`src/logic/payload_ctl_pkg.sv`:
```
package payload_ctl_pkg;
  // ----------------------------------------
  // device register offsets and fields
  // ----------------------------------------
  localparam logic [7:0] CFG_OFS    = 8'h30;
  localparam logic [7:0] STAT_OFS   = 8'h31;
  localparam logic [7:0] ACTL_OFS   = 8'h32;
  localparam logic [7:0] DBUF_OFS   = 8'h33;
  localparam logic [7:0] CFG_RST    = 8'h00;
  localparam logic [7:0] ACTL_RST   = 8'h00;
  localparam logic [7:0] DBUF_RST   = 8'h00;
  localparam int         ENABLE_BIT = 0;
  localparam int         BUSY_BIT   = 7;
  localparam int         RNW_BIT    = 7;
  // ----------------------------------------
  // indirect space
  // ----------------------------------------
  localparam logic [6:0] IND_FIRST  = 7'h01;
  localparam logic [6:0] IND_LAST   = 7'h48;
  localparam int         NUM_CH     = 24;
  localparam int         IND_DEPTH  = 72;
  localparam int         IDLE_BANK  = 24;
  localparam int         SIG_BANK   = 48;
  localparam int         INV_BIT    = 7;
  localparam int         IDLE_BIT   = 6;
  localparam int         MW_BIT     = 5;
  localparam int         SIGN_BIT   = 4;
  localparam int         TEST_BIT   = 3;
  localparam int         LOOP_BIT   = 2;
  localparam int         SRC_BIT    = 7;
  localparam int         REPL_BIT   = 6;
  typedef enum logic [1:0] {
    ZCS_NONE   = 2'h0,
    ZCS_FORCE8 = 2'h1,
    ZCS_GTE    = 2'h2,
    ZCS_BELL   = 2'h3
  } zcs_mode_t;
  localparam logic [7:0][7:0] MW_SEQ = {8'h9E, 8'h8B, 8'h8B, 8'h9E,
                                        8'h1E, 8'h0B, 8'h0B, 8'h1E};
  // ----------------------------------------
  // timing
  // ----------------------------------------
  localparam int         CLK_NS     = 5;
  localparam int         ACCESS_NS  = 650;
  localparam int         READ_NS    = 490;
  localparam logic [7:0] ACCESS_CYC = 8'(ACCESS_NS / CLK_NS);
  localparam logic [7:0] READ_CYC   = 8'(READ_NS / CLK_NS);
  // ----------------------------------------
  // host controller map (AHB-Lite)
  // ----------------------------------------
  localparam logic [7:0] H_ADDR_OFS = 8'h00;
  localparam logic [7:0] H_DATA_OFS = 8'h04;
  localparam logic [7:0] H_CMD_OFS  = 8'h08;
  localparam logic [7:0] H_STAT_OFS = 8'h0C;
  typedef enum logic [1:0] {
    OP_DWR = 2'h0,
    OP_DRD = 2'h1,
    OP_IWR = 2'h2,
    OP_IRD = 2'h3
  } host_op_t;
endpackage

```
`src/logic/payload_bus_if.sv`:
```
`timescale 1ns/1ps
interface payload_bus_if;
  logic [7:0] reg_addr;
  logic       reg_wr;
  logic       reg_rd;
  logic [7:0] reg_wdata;
  logic [7:0] reg_rdata;
  modport device (input reg_addr, input reg_wr, input reg_rd, input reg_wdata,
                  output reg_rdata);
  modport host   (output reg_addr, output reg_wr, output reg_rd, output reg_wdata,
                  input reg_rdata);
endinterface

```
`src/logic/transmit_channel_controller.sv`:
```
`timescale 1ns/1ps
module transmit_channel_controller
  import payload_ctl_pkg::*;
(
  input  wire logic        clk_sys,
  input  wire logic        rst_b,
  payload_bus_if.device    bus,
  input  wire logic        slot_valid,
  input  wire logic [4:0]  slot_index,
  input  wire logic [7:0]  transmit_serial_data_in,
  input  wire logic [3:0]  transmit_signaling_in,
  input  wire logic        signaling_frame,
  input  wire logic [7:0]  loop_data_in,
  input  wire logic        rx_clock_master,
  input  wire logic        tx_clock_slave,
  input  wire logic        clocks_identical,
  input  wire logic        pattern_direction_select,
  input  wire logic [7:0]  pattern_gen_data,
  output logic             pattern_gen_take,
  output logic             check_valid,
  output logic [7:0]       check_data,
  output logic             slot_valid_out,
  output logic [7:0]       slot_data_out,
  output logic [3:0]       slot_sig_out
);
  import payload_ctl_pkg::*;

  // ----------------------------------------
  // state
  // ----------------------------------------
  typedef enum logic [1:0] {
    ACC_IDLE = 2'b01,
    ACC_BUSY = 2'b10
  } acc_state_t;

  typedef struct packed {
    acc_state_t                 acc;
    logic                       enable;
    logic                       rnw;
    logic [6:0]                 iaddr;
    logic [7:0]                 dbuf;
    logic [7:0]                 cnt;
    logic [7:0]                 rdata;
    logic [2:0]                 mw_phase;
    logic                       out_valid;
    logic [7:0]                 out_data;
    logic [3:0]                 out_sig;
    logic                       chk_valid;
    logic [7:0]                 chk_data;
    logic [IND_DEPTH-1:0][7:0]  mem;
  } state_t;

  state_t s_reg;
  state_t s_next;

  // ----------------------------------------
  // helpers
  // ----------------------------------------
  function automatic logic addr_ok(input logic [6:0] a);
    addr_ok = (a >= IND_FIRST) && (a <= IND_LAST);
  endfunction

  function automatic logic [7:0] invert_byte(input logic [7:0] d, input logic full,
                                             input logic sign);
    case ({full, sign})
      2'b01:   invert_byte = d ^ 8'h80;
      2'b10:   invert_byte = ~d;
      2'b11:   invert_byte = d ^ 8'h7F;
      default: invert_byte = d;
    endcase
  endfunction

  // bit 8 of a channel is the lsb, bit 7 the next one up
  function automatic logic [7:0] zero_suppress(input logic [7:0] d, input zcs_mode_t m,
                                               input logic sig_frame);
    logic [7:0] r;
    r = d;
    case (m)
      ZCS_FORCE8: r[0] = 1'b1;
      ZCS_GTE:
      begin
        if (d == 8'h00)
        begin
          if (sig_frame)
            r[1] = 1'b1;
          else
            r[0] = 1'b1;
        end
      end
      ZCS_BELL:
      begin
        if (d == 8'h00)
          r[1] = 1'b1;
      end
      default: r = d;
    endcase
    zero_suppress = r;
  endfunction

  // ----------------------------------------
  // next state
  // ----------------------------------------
  logic [7:0] ctl;
  logic [7:0] idle_b;
  logic [7:0] sig_b;
  logic [7:0] d;
  logic [3:0] sg;
  logic       loop_ok;
  logic       in_range;
  logic       take;
  logic [6:0] widx;

  always_comb
  begin
    s_next   = s_reg;
    take     = 1'b0;
    in_range = (slot_index < 5'(NUM_CH));
    ctl      = s_reg.mem[in_range ? slot_index : 5'h00];
    idle_b   = s_reg.mem[IDLE_BANK + int'(in_range ? slot_index : 5'h00)];
    sig_b    = s_reg.mem[SIG_BANK + int'(in_range ? slot_index : 5'h00)];
    widx     = bus.reg_wdata[6:0] - IND_FIRST;
    // loop only where the elastic store or a shared clock can align it
    loop_ok  = rx_clock_master || (tx_clock_slave && clocks_identical);

    // register reads answer one cycle later
    if (bus.reg_rd)
    begin
      case (bus.reg_addr)
        CFG_OFS:  s_next.rdata = {7'h00, s_reg.enable};
        STAT_OFS: s_next.rdata = {s_reg.acc == ACC_BUSY, 7'h00};
        ACTL_OFS: s_next.rdata = {s_reg.rnw, s_reg.iaddr};
        DBUF_OFS: s_next.rdata = s_reg.dbuf;
        default:  s_next.rdata = 8'h00;
      endcase
    end

    if (bus.reg_wr && (bus.reg_addr == CFG_OFS))
      s_next.enable = bus.reg_wdata[ENABLE_BIT];

    case (s_reg.acc)
      ACC_IDLE:
      begin
        if (bus.reg_wr && (bus.reg_addr == DBUF_OFS))
          s_next.dbuf = bus.reg_wdata;
        if (bus.reg_wr && (bus.reg_addr == ACTL_OFS))
        begin
          s_next.rnw   = bus.reg_wdata[RNW_BIT];
          s_next.iaddr = bus.reg_wdata[6:0];
          if (addr_ok(bus.reg_wdata[6:0]))
          begin
            s_next.acc = ACC_BUSY;
            s_next.cnt = 8'h00;
            if (!bus.reg_wdata[RNW_BIT])
              s_next.mem[widx] = s_reg.dbuf;
          end
        end
      end
      ACC_BUSY:
      begin
        // buffer and command writes are dropped while busy
        s_next.cnt = s_reg.cnt + 8'h01;
        if (s_reg.rnw && (s_reg.cnt == READ_CYC - 8'h01))
          s_next.dbuf = s_reg.mem[s_reg.iaddr - IND_FIRST];
        if (s_reg.cnt == ACCESS_CYC - 8'h01)
          s_next.acc = ACC_IDLE;
      end
      default: s_next.acc = ACC_IDLE;
    endcase

    // payload path, lowest priority applied first so higher ones overwrite
    d  = transmit_serial_data_in;
    sg = transmit_signaling_in;
    s_next.chk_valid = 1'b0;
    if (s_reg.enable && in_range && slot_valid)
    begin
      if (ctl[TEST_BIT] && pattern_direction_select)
      begin
        s_next.chk_valid = 1'b1;
        s_next.chk_data  = transmit_serial_data_in;
      end
      else
      begin
        d = invert_byte(d, ctl[INV_BIT], ctl[SIGN_BIT]);
        if (ctl[IDLE_BIT])
          d = idle_b;
        if (ctl[TEST_BIT])
          d = pattern_gen_data;
        if (ctl[MW_BIT])
          d = MW_SEQ[s_reg.mw_phase];
        if (ctl[LOOP_BIT] && loop_ok)
          d = loop_data_in;
        // generator advances only on slots that really carry its bytes
        take = ctl[TEST_BIT] && !ctl[MW_BIT] && !(ctl[LOOP_BIT] && loop_ok);
        d = zero_suppress(d, zcs_mode_t'(ctl[1:0]), signaling_frame);
      end
      if (sig_b[REPL_BIT])
        sg = sig_b[SRC_BIT] ? sig_b[3:0] : transmit_signaling_in;
    end
    if (slot_valid && (slot_index == 5'(NUM_CH - 1)))
      s_next.mw_phase = s_reg.mw_phase + 3'h1;
    s_next.out_valid = slot_valid;
    if (slot_valid)
    begin
      s_next.out_data = d;
      s_next.out_sig  = sg;
    end

    if (!rst_b)
    begin
      s_next          = '0;
      s_next.acc      = ACC_IDLE;
      s_next.enable   = CFG_RST[ENABLE_BIT];
      s_next.rnw      = ACTL_RST[RNW_BIT];
      s_next.iaddr    = ACTL_RST[6:0];
      s_next.dbuf     = DBUF_RST;
    end
  end

  always_ff @(posedge clk_sys)
  begin
    s_reg <= s_next;
  end

  // ----------------------------------------
  // outputs
  // ----------------------------------------
  assign bus.reg_rdata      = s_reg.rdata;
  assign pattern_gen_take   = take;
  assign check_valid        = s_reg.chk_valid;
  assign check_data         = s_reg.chk_data;
  assign slot_valid_out     = s_reg.out_valid;
  assign slot_data_out      = s_reg.out_data;
  assign slot_sig_out       = s_reg.out_sig;
endmodule

```
`src/flat_wrapper.sv`:
```
// flat-port wrapper written by rule: the top's interface ports become plain ports
module transmit_channel_controller_flat import payload_ctl_pkg::*;
  (clk_sys, rst_b, slot_valid, slot_index, transmit_serial_data_in, transmit_signaling_in, signaling_frame, loop_data_in, rx_clock_master, tx_clock_slave, clocks_identical, pattern_direction_select, pattern_gen_data, pattern_gen_take, check_valid, check_data, slot_valid_out, slot_data_out, slot_sig_out, bus_reg_addr, bus_reg_wr, bus_reg_rd, bus_reg_wdata, bus_reg_rdata);
  payload_bus_if bus_i ();
  input  wire logic clk_sys;
  input  wire logic rst_b;
  input  wire logic slot_valid;
  input  wire logic [4:0] slot_index;
  input  wire logic [7:0] transmit_serial_data_in;
  input  wire logic [3:0] transmit_signaling_in;
  input  wire logic signaling_frame;
  input  wire logic [7:0] loop_data_in;
  input  wire logic rx_clock_master;
  input  wire logic tx_clock_slave;
  input  wire logic clocks_identical;
  input  wire logic pattern_direction_select;
  input  wire logic [7:0] pattern_gen_data;
  output logic pattern_gen_take;
  output logic check_valid;
  output logic [7:0] check_data;
  output logic slot_valid_out;
  output logic [7:0] slot_data_out;
  output logic [3:0] slot_sig_out;
  input wire logic [$bits(bus_i.reg_addr)-1:0] bus_reg_addr;
  input wire logic [$bits(bus_i.reg_wr)-1:0] bus_reg_wr;
  input wire logic [$bits(bus_i.reg_rd)-1:0] bus_reg_rd;
  input wire logic [$bits(bus_i.reg_wdata)-1:0] bus_reg_wdata;
  output wire logic [$bits(bus_i.reg_rdata)-1:0] bus_reg_rdata;
  assign bus_i.reg_addr = bus_reg_addr;
  assign bus_i.reg_wr = bus_reg_wr;
  assign bus_i.reg_rd = bus_reg_rd;
  assign bus_i.reg_wdata = bus_reg_wdata;
  assign bus_reg_rdata = bus_i.reg_rdata;
  transmit_channel_controller u_core (.clk_sys(clk_sys), .rst_b(rst_b), .bus(bus_i), .slot_valid(slot_valid), .slot_index(slot_index), .transmit_serial_data_in(transmit_serial_data_in), .transmit_signaling_in(transmit_signaling_in), .signaling_frame(signaling_frame), .loop_data_in(loop_data_in), .rx_clock_master(rx_clock_master), .tx_clock_slave(tx_clock_slave), .clocks_identical(clocks_identical), .pattern_direction_select(pattern_direction_select), .pattern_gen_data(pattern_gen_data), .pattern_gen_take(pattern_gen_take), .check_valid(check_valid), .check_data(check_data), .slot_valid_out(slot_valid_out), .slot_data_out(slot_data_out), .slot_sig_out(slot_sig_out));
endmodule
```
`config.mk`:
```
export PLATFORM = sky130hd
export DESIGN_NAME = transmit_channel_controller_flat
export DESIGN_NICKNAME = d
export VERILOG_FILES = /design/src/logic/payload_ctl_pkg.sv /design/src/logic/payload_bus_if.sv /design/src/logic/transmit_channel_controller.sv /design/src/flat_wrapper.sv
export SDC_FILE = /design/constraint.sdc
export NUM_CORES = 2
export LEC_CHECK = 0
export BUFFER_PORTS_ARGS = -buffer_cell sky130_fd_sc_hd__buf_2
export CORE_MARGIN = 5
export CORE_UTILIZATION = 35
export CTS_CLUSTER_SIZE = 28
export DETAILED_ROUTE_END_ITERATION = 10
export HOLD_SLACK_MARGIN = 0.06
export PLACE_DENSITY = 0.53
export SLEW_MARGIN = 20
export SYNTH_ARGS = -nofsm -noshare
export SYNTH_HDL_FRONTEND = slang
export SYNTH_SLANG_ARGS = --single-unit
export TNS_END_PERCENT = 10
```
`constraint.sdc`:
```
create_clock -name clk_sys -period 5.9 [get_ports clk_sys]
set_input_delay 0.59 -clock clk_sys [delete_from_list [all_inputs] [get_ports clk_sys]]
set_output_delay 0.59 -clock clk_sys [all_outputs]
set_load 0.005 [all_outputs]
```
[Word level (Yosys, flattened, before mapping)]
Memories as Yosys holds them, arrays and structs flattened. A register that Yosys moved wholly into a read port is not among the register bits.
Cells that the tools add are included.
Word-level totals
  memory bits (read-only): 64
  bits in registers: 636
  input port bits: 59
  memories: 1
  output and inout bits: 31
  word-level logic and storage cells: 201
Operators by class
  order comparisons: 10
  equal/unequal tests: 20
  muxes and demuxes: 49
  bitwise logic cells: 4
  add/sub/neg operators: 6
  reductions and logical operators: 26
Memories
  (no name shown): words 8, width 8, rd ports 1, clocked after memory_dff 1, write ports 0, line transmit_channel_controller.sv:189  | d = MW_SEQ[s_reg.mw_phase];
Operators with widths (count)
  576-bit bitwise mux: 1
  8-bit binary-select mux with 7-bit select: 3
  8-bit 2-to-1 mux: 20
  32-bit by 9-bit < comparator with 1-bit output, second input constant: 2
  8-bit demux with 7-bit select: 1
  8-bit binary-select mux with 5-bit select: 1
  6-bit by 32-bit adder with 32-bit output, first input constant: 1
  7-bit by 32-bit adder with 32-bit output, first input constant: 1
  8-bit by 6-bit == test with 1-bit output, second input constant: 4
  16-bit case mux with 2 select lines: 1
  8-bit case mux with 4 select lines: 1
  8-bit case mux with 3 select lines: 1
  7-bit by 8-bit < comparator with 1-bit output, second input constant: 2
  7-bit by 1-bit >= comparator with 1-bit output, second input constant: 2
  1-bit logical AND: 14
  7-bit by 1-bit subtractor with 7-bit output, second input constant: 2
  4-bit 2-to-1 mux: 3
  2-bit == test, second input constant: 5
  5-bit 2-to-1 mux: 2
  9-bit 2-to-1 mux: 1
  3-bit AND reduction: 3
  8-bit by 1-bit adder with 8-bit output, second input constant: 1
  8-bit by 7-bit == test with 1-bit output, second input constant: 1
  8-bit == test, second input constant: 1
  other kinds (23): 41

[Depth between registers and ports, before layout]
  depth after elaboration: 17
  gate-level depth with buffers: 20
  gate-level depth less buffers: 14

[Worst setup path before layout]
OpenSTA, ideal clock, no wires.
  path kind: reg2reg
  start: register u_core.s_reg[625] (netlist name)
  end: register u_core.s_reg[624] (netlist name)
  library setup time: 128 ps
  data required time: 5772 ps
  slack: 1314 ps
  stages on the path, launching flop included: 18
  arrival time: 4458 ps
  buffers on the path: 9
  clock period less this slack: 4586 ps
  path through: dfxtp_1 -> clkbuf_1 -> buf_2 -> buf_2 -> buf_2 -> buf_1 -> inv_1 -> ha_1 -> clkbuf_1 -> clkbuf_1 -> clkbuf_1 -> clkbuf_1 -> mux4_2 -> mux2_2 -> a22oi_1 -> a211oi_1 -> a21oi_1 -> nor2_1
On the way
  cells in the longest elaborated chain, start to end: 5
Ends and longest elaborated chain
  from (decl): line transmit_channel_controller.sv:53  | state_t s_reg;
  from (signal assigned): line transmit_channel_controller.sv:221  | s_reg <= s_next;
  7-bit by 1-bit subtractor with 7-bit output: line transmit_channel_controller.sv:163  | s_next.dbuf = s_reg.mem[s_reg.iaddr - IND_FIRST];
  8-bit binary-select mux with 7-bit select: line transmit_channel_controller.sv:163
  8-bit 2-to-1 mux (not written as such): line transmit_channel_controller.sv:163
  8-bit 2-to-1 mux: line transmit_channel_controller.sv:162  | if (s_reg.rnw && (s_reg.cnt == READ_CYC - 8'h01))
  16-bit case mux with 2 select lines: line transmit_channel_controller.sv:140  | case (s_reg.acc)
No other way between the ends. The select of a mux whose other input is x is not followed.
A chain may end at the register's enable or synchronous reset.

[Worst setup path after layout]
  start: input slot_index[0]
  end: output pattern_gen_take
On the way
  cells in the longest elaborated chain, start to end: 9
  elaborated cells between the ends (all ways): 14
  classes of those cells: order compare: 1; mux: 5; reduce/logical: 8
Ends and longest elaborated chain
  from (decl): line flat_wrapper.sv:8  | input wire logic [4:0] slot_index;
  5-bit < comparator: line transmit_channel_controller.sv:117  | in_range = (slot_index < 5'(NUM_CH));
  5-bit 2-to-1 mux: line transmit_channel_controller.sv:118  | ctl = s_reg.mem[in_range ? slot_index : 5'h00];
  8-bit binary-select mux with 5-bit select: line transmit_channel_controller.sv:118
  8-bit 2-to-1 mux: line transmit_channel_controller.sv:118
  1-bit zero test / 1-bit logical AND (equally long branches): line transmit_channel_controller.sv:193  | take = ctl[TEST_BIT] && !ctl[MW_BIT] && !(ctl[LOOP_BIT] && loop_ok);
  1-bit logical AND / 1-bit zero test (equally long branches): line transmit_channel_controller.sv:193
  1-bit logical AND: line transmit_channel_controller.sv:193
  1-bit 2-to-1 mux: line transmit_channel_controller.sv:176  | if (ctl[TEST_BIT] && pattern_direction_select)
  1-bit 2-to-1 mux (*): line transmit_channel_controller.sv:174  | if (s_reg.enable && in_range && slot_valid)
  to (decl): line flat_wrapper.sv:18  | output logic pattern_gen_take;
Every way passes the cells marked *; elsewhere a longest branch is shown, timed or not. The select of a mux whose other input is x is not followed.

==> flow_metrics.tcl <==
set metrics [dict create \
    end_kind "output pin" \
    slowest_stage "o31ai_1" \
    timing.rr.end "u_core.s_reg[621]" \
    worstPathArrival_ps 4420 \
    pwr-share-seq_pct 43.9 \
    place_congestion 0.952 \
    layout.nets 4008 \
    critPathMaxStageDelay_ps 770 \
    ios 90 \
    reg2reg_slack_ps 1790 \
    fin_crit_ps 5010 \
    diodes 0 \
    intPower_w 0.00740 \
    hold_viol 0 \
    avgRoutedWirePerCell_um 26.4 \
    finalCritPeriodShare_pct 85.0 \
    syn_area_mm2 0.0342 \
    die_h_um 323 \
    synth_warnings 0 \
    synth_compound_area_share_pct 16.6 \
    syn-mean-instance-area_um2 8.39 \
    cts_hold_buf 0 \
    comb_power_share_pct 6.7 \
    startpoint "slot_index[0]" \
    initial_core_util_pct 35.4 \
    cts_max_level 3 \
    ant_nets 0 \
    antenna_found_initial 3 \
    worstSetupEndpoint "pattern_gen_take" \
    cts_sinks 639 \
    rows 114 \
    use_met2_pct 39.1 \
    grt-busiest-layer "met2" \
    maxCapViolations 0 \
    synth_nets 4154 \
    clock_path_buffers 3 \
    clock_power_share_pct 49.4 \
    hpwlAfterDp_um 90700 \
    final_cells 5265 \
    fmax_mhz 199 \
    fp.coreArea_mm2 0.0969 \
    vias 32200 \
    use_met1_pct 36.2 \
    tightest_slew_ps 1190 \
    drive_gt1_share_pct 14.9 \
    clockRootBuffer "clkbuf_16" \
    rsz0062_at_grt "false" \
    ys_async_sr_fraction_pct 0 \
    postCtsSetupRepairBufs 0 \
    dieWidth_um 323 \
    place_area_mm2 0.0356 \
    synth_xor_area_share_pct 0.552 \
    first_iter_violations 3912 \
    ys.flop_type "dfxtp_1" \
    cp-start-kind "input pin" \
    power_leakage_nw 12.4 \
    multi_input_area_mm2 0.0198 \
    numPortBuffers 89 \
    fin_skew_ps 26.2 \
    first_pass_iters 6 \
    required_ps 5310 \
    syn_inst 4080 \
    grt_remaining_overflow 0 \
    grt_use_met3_pct 5.27 \
    cts_made_buffers 75 \
    drv_slew 0 \
    grt_max_degree 135 \
    drt_wl_total_um 139000 \
    synth_mux_area_share_pct 19.1 \
    swShare_pct 24.8 \
    synthAdderAreaFrac_pct 0.548 \
    ctsResizeCount 0 \
    final_area_mm2 0.0382 \
    final_cell_mix "nand2_1, dfxtp_1, a21oi_1" \
    placed_cells 5133 \
    drc_errors 0 \
    clock_latency_ps 650 \
    final_util_pct 39.4 \
    synth_top_family_by_area "simple AND/OR/NAND/NOR gates" \
    viasPerCell 6.11 \
    grt.total_usage_pct 25.9 \
    relSlewSlack_pct 20.6 \
    first_global_vias 29800 \
    final_common_cell "nand2_1" \
    fp.dieArea_mm2 0.104 \
    fin_setup_tns_ps 0 \
    nFillCells 9800 \
    synth_edf_count 0 \
    grt_first_pass_wirelength_um 205000 \
    ff_latch_area_mm2 0.0128 \
    ys_seq_area_share_pct 37.4 \
    p_per_area_mw_per_mm2 258 \
    synthSimpleGateAreaFrac_pct 20.3 \
    hp-class "in2reg" \
    finalSetupViolations 0 \
    crit_chain "buf_6 -> buf_4 -> o21bai_1 -> o2bb2ai_1 -> o22a_1 -> and2_1 -> o31ai_1 -> nand2_1 -> nor4_1 -> buf_2" \
    largest_reg_flops 606 \
    ir_drop_v 0.000152 \
    area_delta_synth_final_pct 11.4 \
    ff2ff_path_depth 12 \
    worstReg2RegStart "u_core.s_reg[625]" \
    synth_seq_cells 639 \
    cts_tree "built" \
    p_sw_w 0.00244 \
    synth.distinct_cells 83 \
    clk_pin_slew_worst_paths_ps 50 \
    path_max_fanout 50 \
    crit_type "in2out" \
    outcome "completed" \
]
worst max-delay path, delay by kind of cell:
kind | cells | cell delay (ps)
AO/OA/AOI/OAI | 4 | 1670
buffers and inverters | 3 | 1200
AND/OR/NAND/NOR | 3 | 820
logic make-up after synthesis:
group                      count (synthesis)
and+or+nand+nor                         1590
AOI/OAI and AO/OA                        957
DFF                                      639
buffers and inverters                    438
muxes                                    421
xor gates and xnor gates                  20
adders and majority gates                 15
stage by stage:
| step | hold WS [ps] | worst slack (ps) | power (W) |
|---|---|---|---|
| finish | 252 | 887 | 0.00984 |
| global placement | 435 | 982 | 0.00505 |
| floorplan | 429 | 1310 | 0.00482 |
| CTS | 228 | 1050 | 0.00987 |
| global route | 270 | 825 | 0.0101 |
| detailed placement | 441 | 895 | 0.00505 |
cells in the mapped netlist, types with 30 or more instances:
cell type	instances	area (um2)
buf_2	38	190
a21oi_1	616	3080
nand2_1	827	3100
buf_4	34	255
nor2_1	211	792
mux2_2	52	586
dfxtp_1	639	12800
o21ai_0	46	230
nand3_1	373	1870
mux4_2	179	4030
inv_1	31	116
mux2i_1	189	1890
clkbuf_1	290	1090
nor3_1	30	150
buf_1	36	135
a211oi_1	78	586
nor2b_1	52	325
how the worst min path moves through the flow:
stage,from,endpoint,slack (ps),cells after the start
after detailed placement,u_core.s_reg[476],u_core.s_reg[476],440,2
final,pattern_direction_select,u_core.check_valid,250,3
after global placement,u_core.s_reg[453],u_core.s_reg[453],430,2
after floorplan,u_core.s_reg[460],u_core.s_reg[460],430,2
after global routing,bus_reg_rd,u_core.bus.reg_rdata[7],270,3
after CTS,pattern_direction_select,u_core.check_valid,230,3
power by group through the flow:
stage	clock network (W)	logic, W	registers [W]
floorplan	0	0.000407	0.00442
global placement	0	0.000632	0.00442
detailed placement	0	0.000634	0.00442
CTS	0.00491	0.000636	0.00432
global route	0.00510	0.000686	0.00432
finish	0.00486	0.000659	0.00432
area by class of cell:
| type | instances | share of cell area, % |
|---|---|---|
| clock inverters | 23 | 0.718 |
| flip-flops and latches | 639 | 33.6 |
| repair buffers | 183 | 3.44 |
| multi-input cells | 3003 | 51.8 |
| clock buffers | 109 | 5.90 |
| well taps | 1276 | 4.18 |
| inverters | 32 | 0.334 |
metal layers:
| metal | vias to the layer above | wire length (um) | part of all wire (%) |
|---|---|---|---|
| met4 | 6 | 5990 | 4.3 |
| met1 | 15800 | 59000 | 42 |
| met3 | 280 | 13400 | 9.6 |
| met5 | - | 44 | 0.032 |
| met2 | 1702 | 60800 | 44 |
| li1 | 14300 | - | - |
Note: power is estimated with default switching activity, not from simulation.
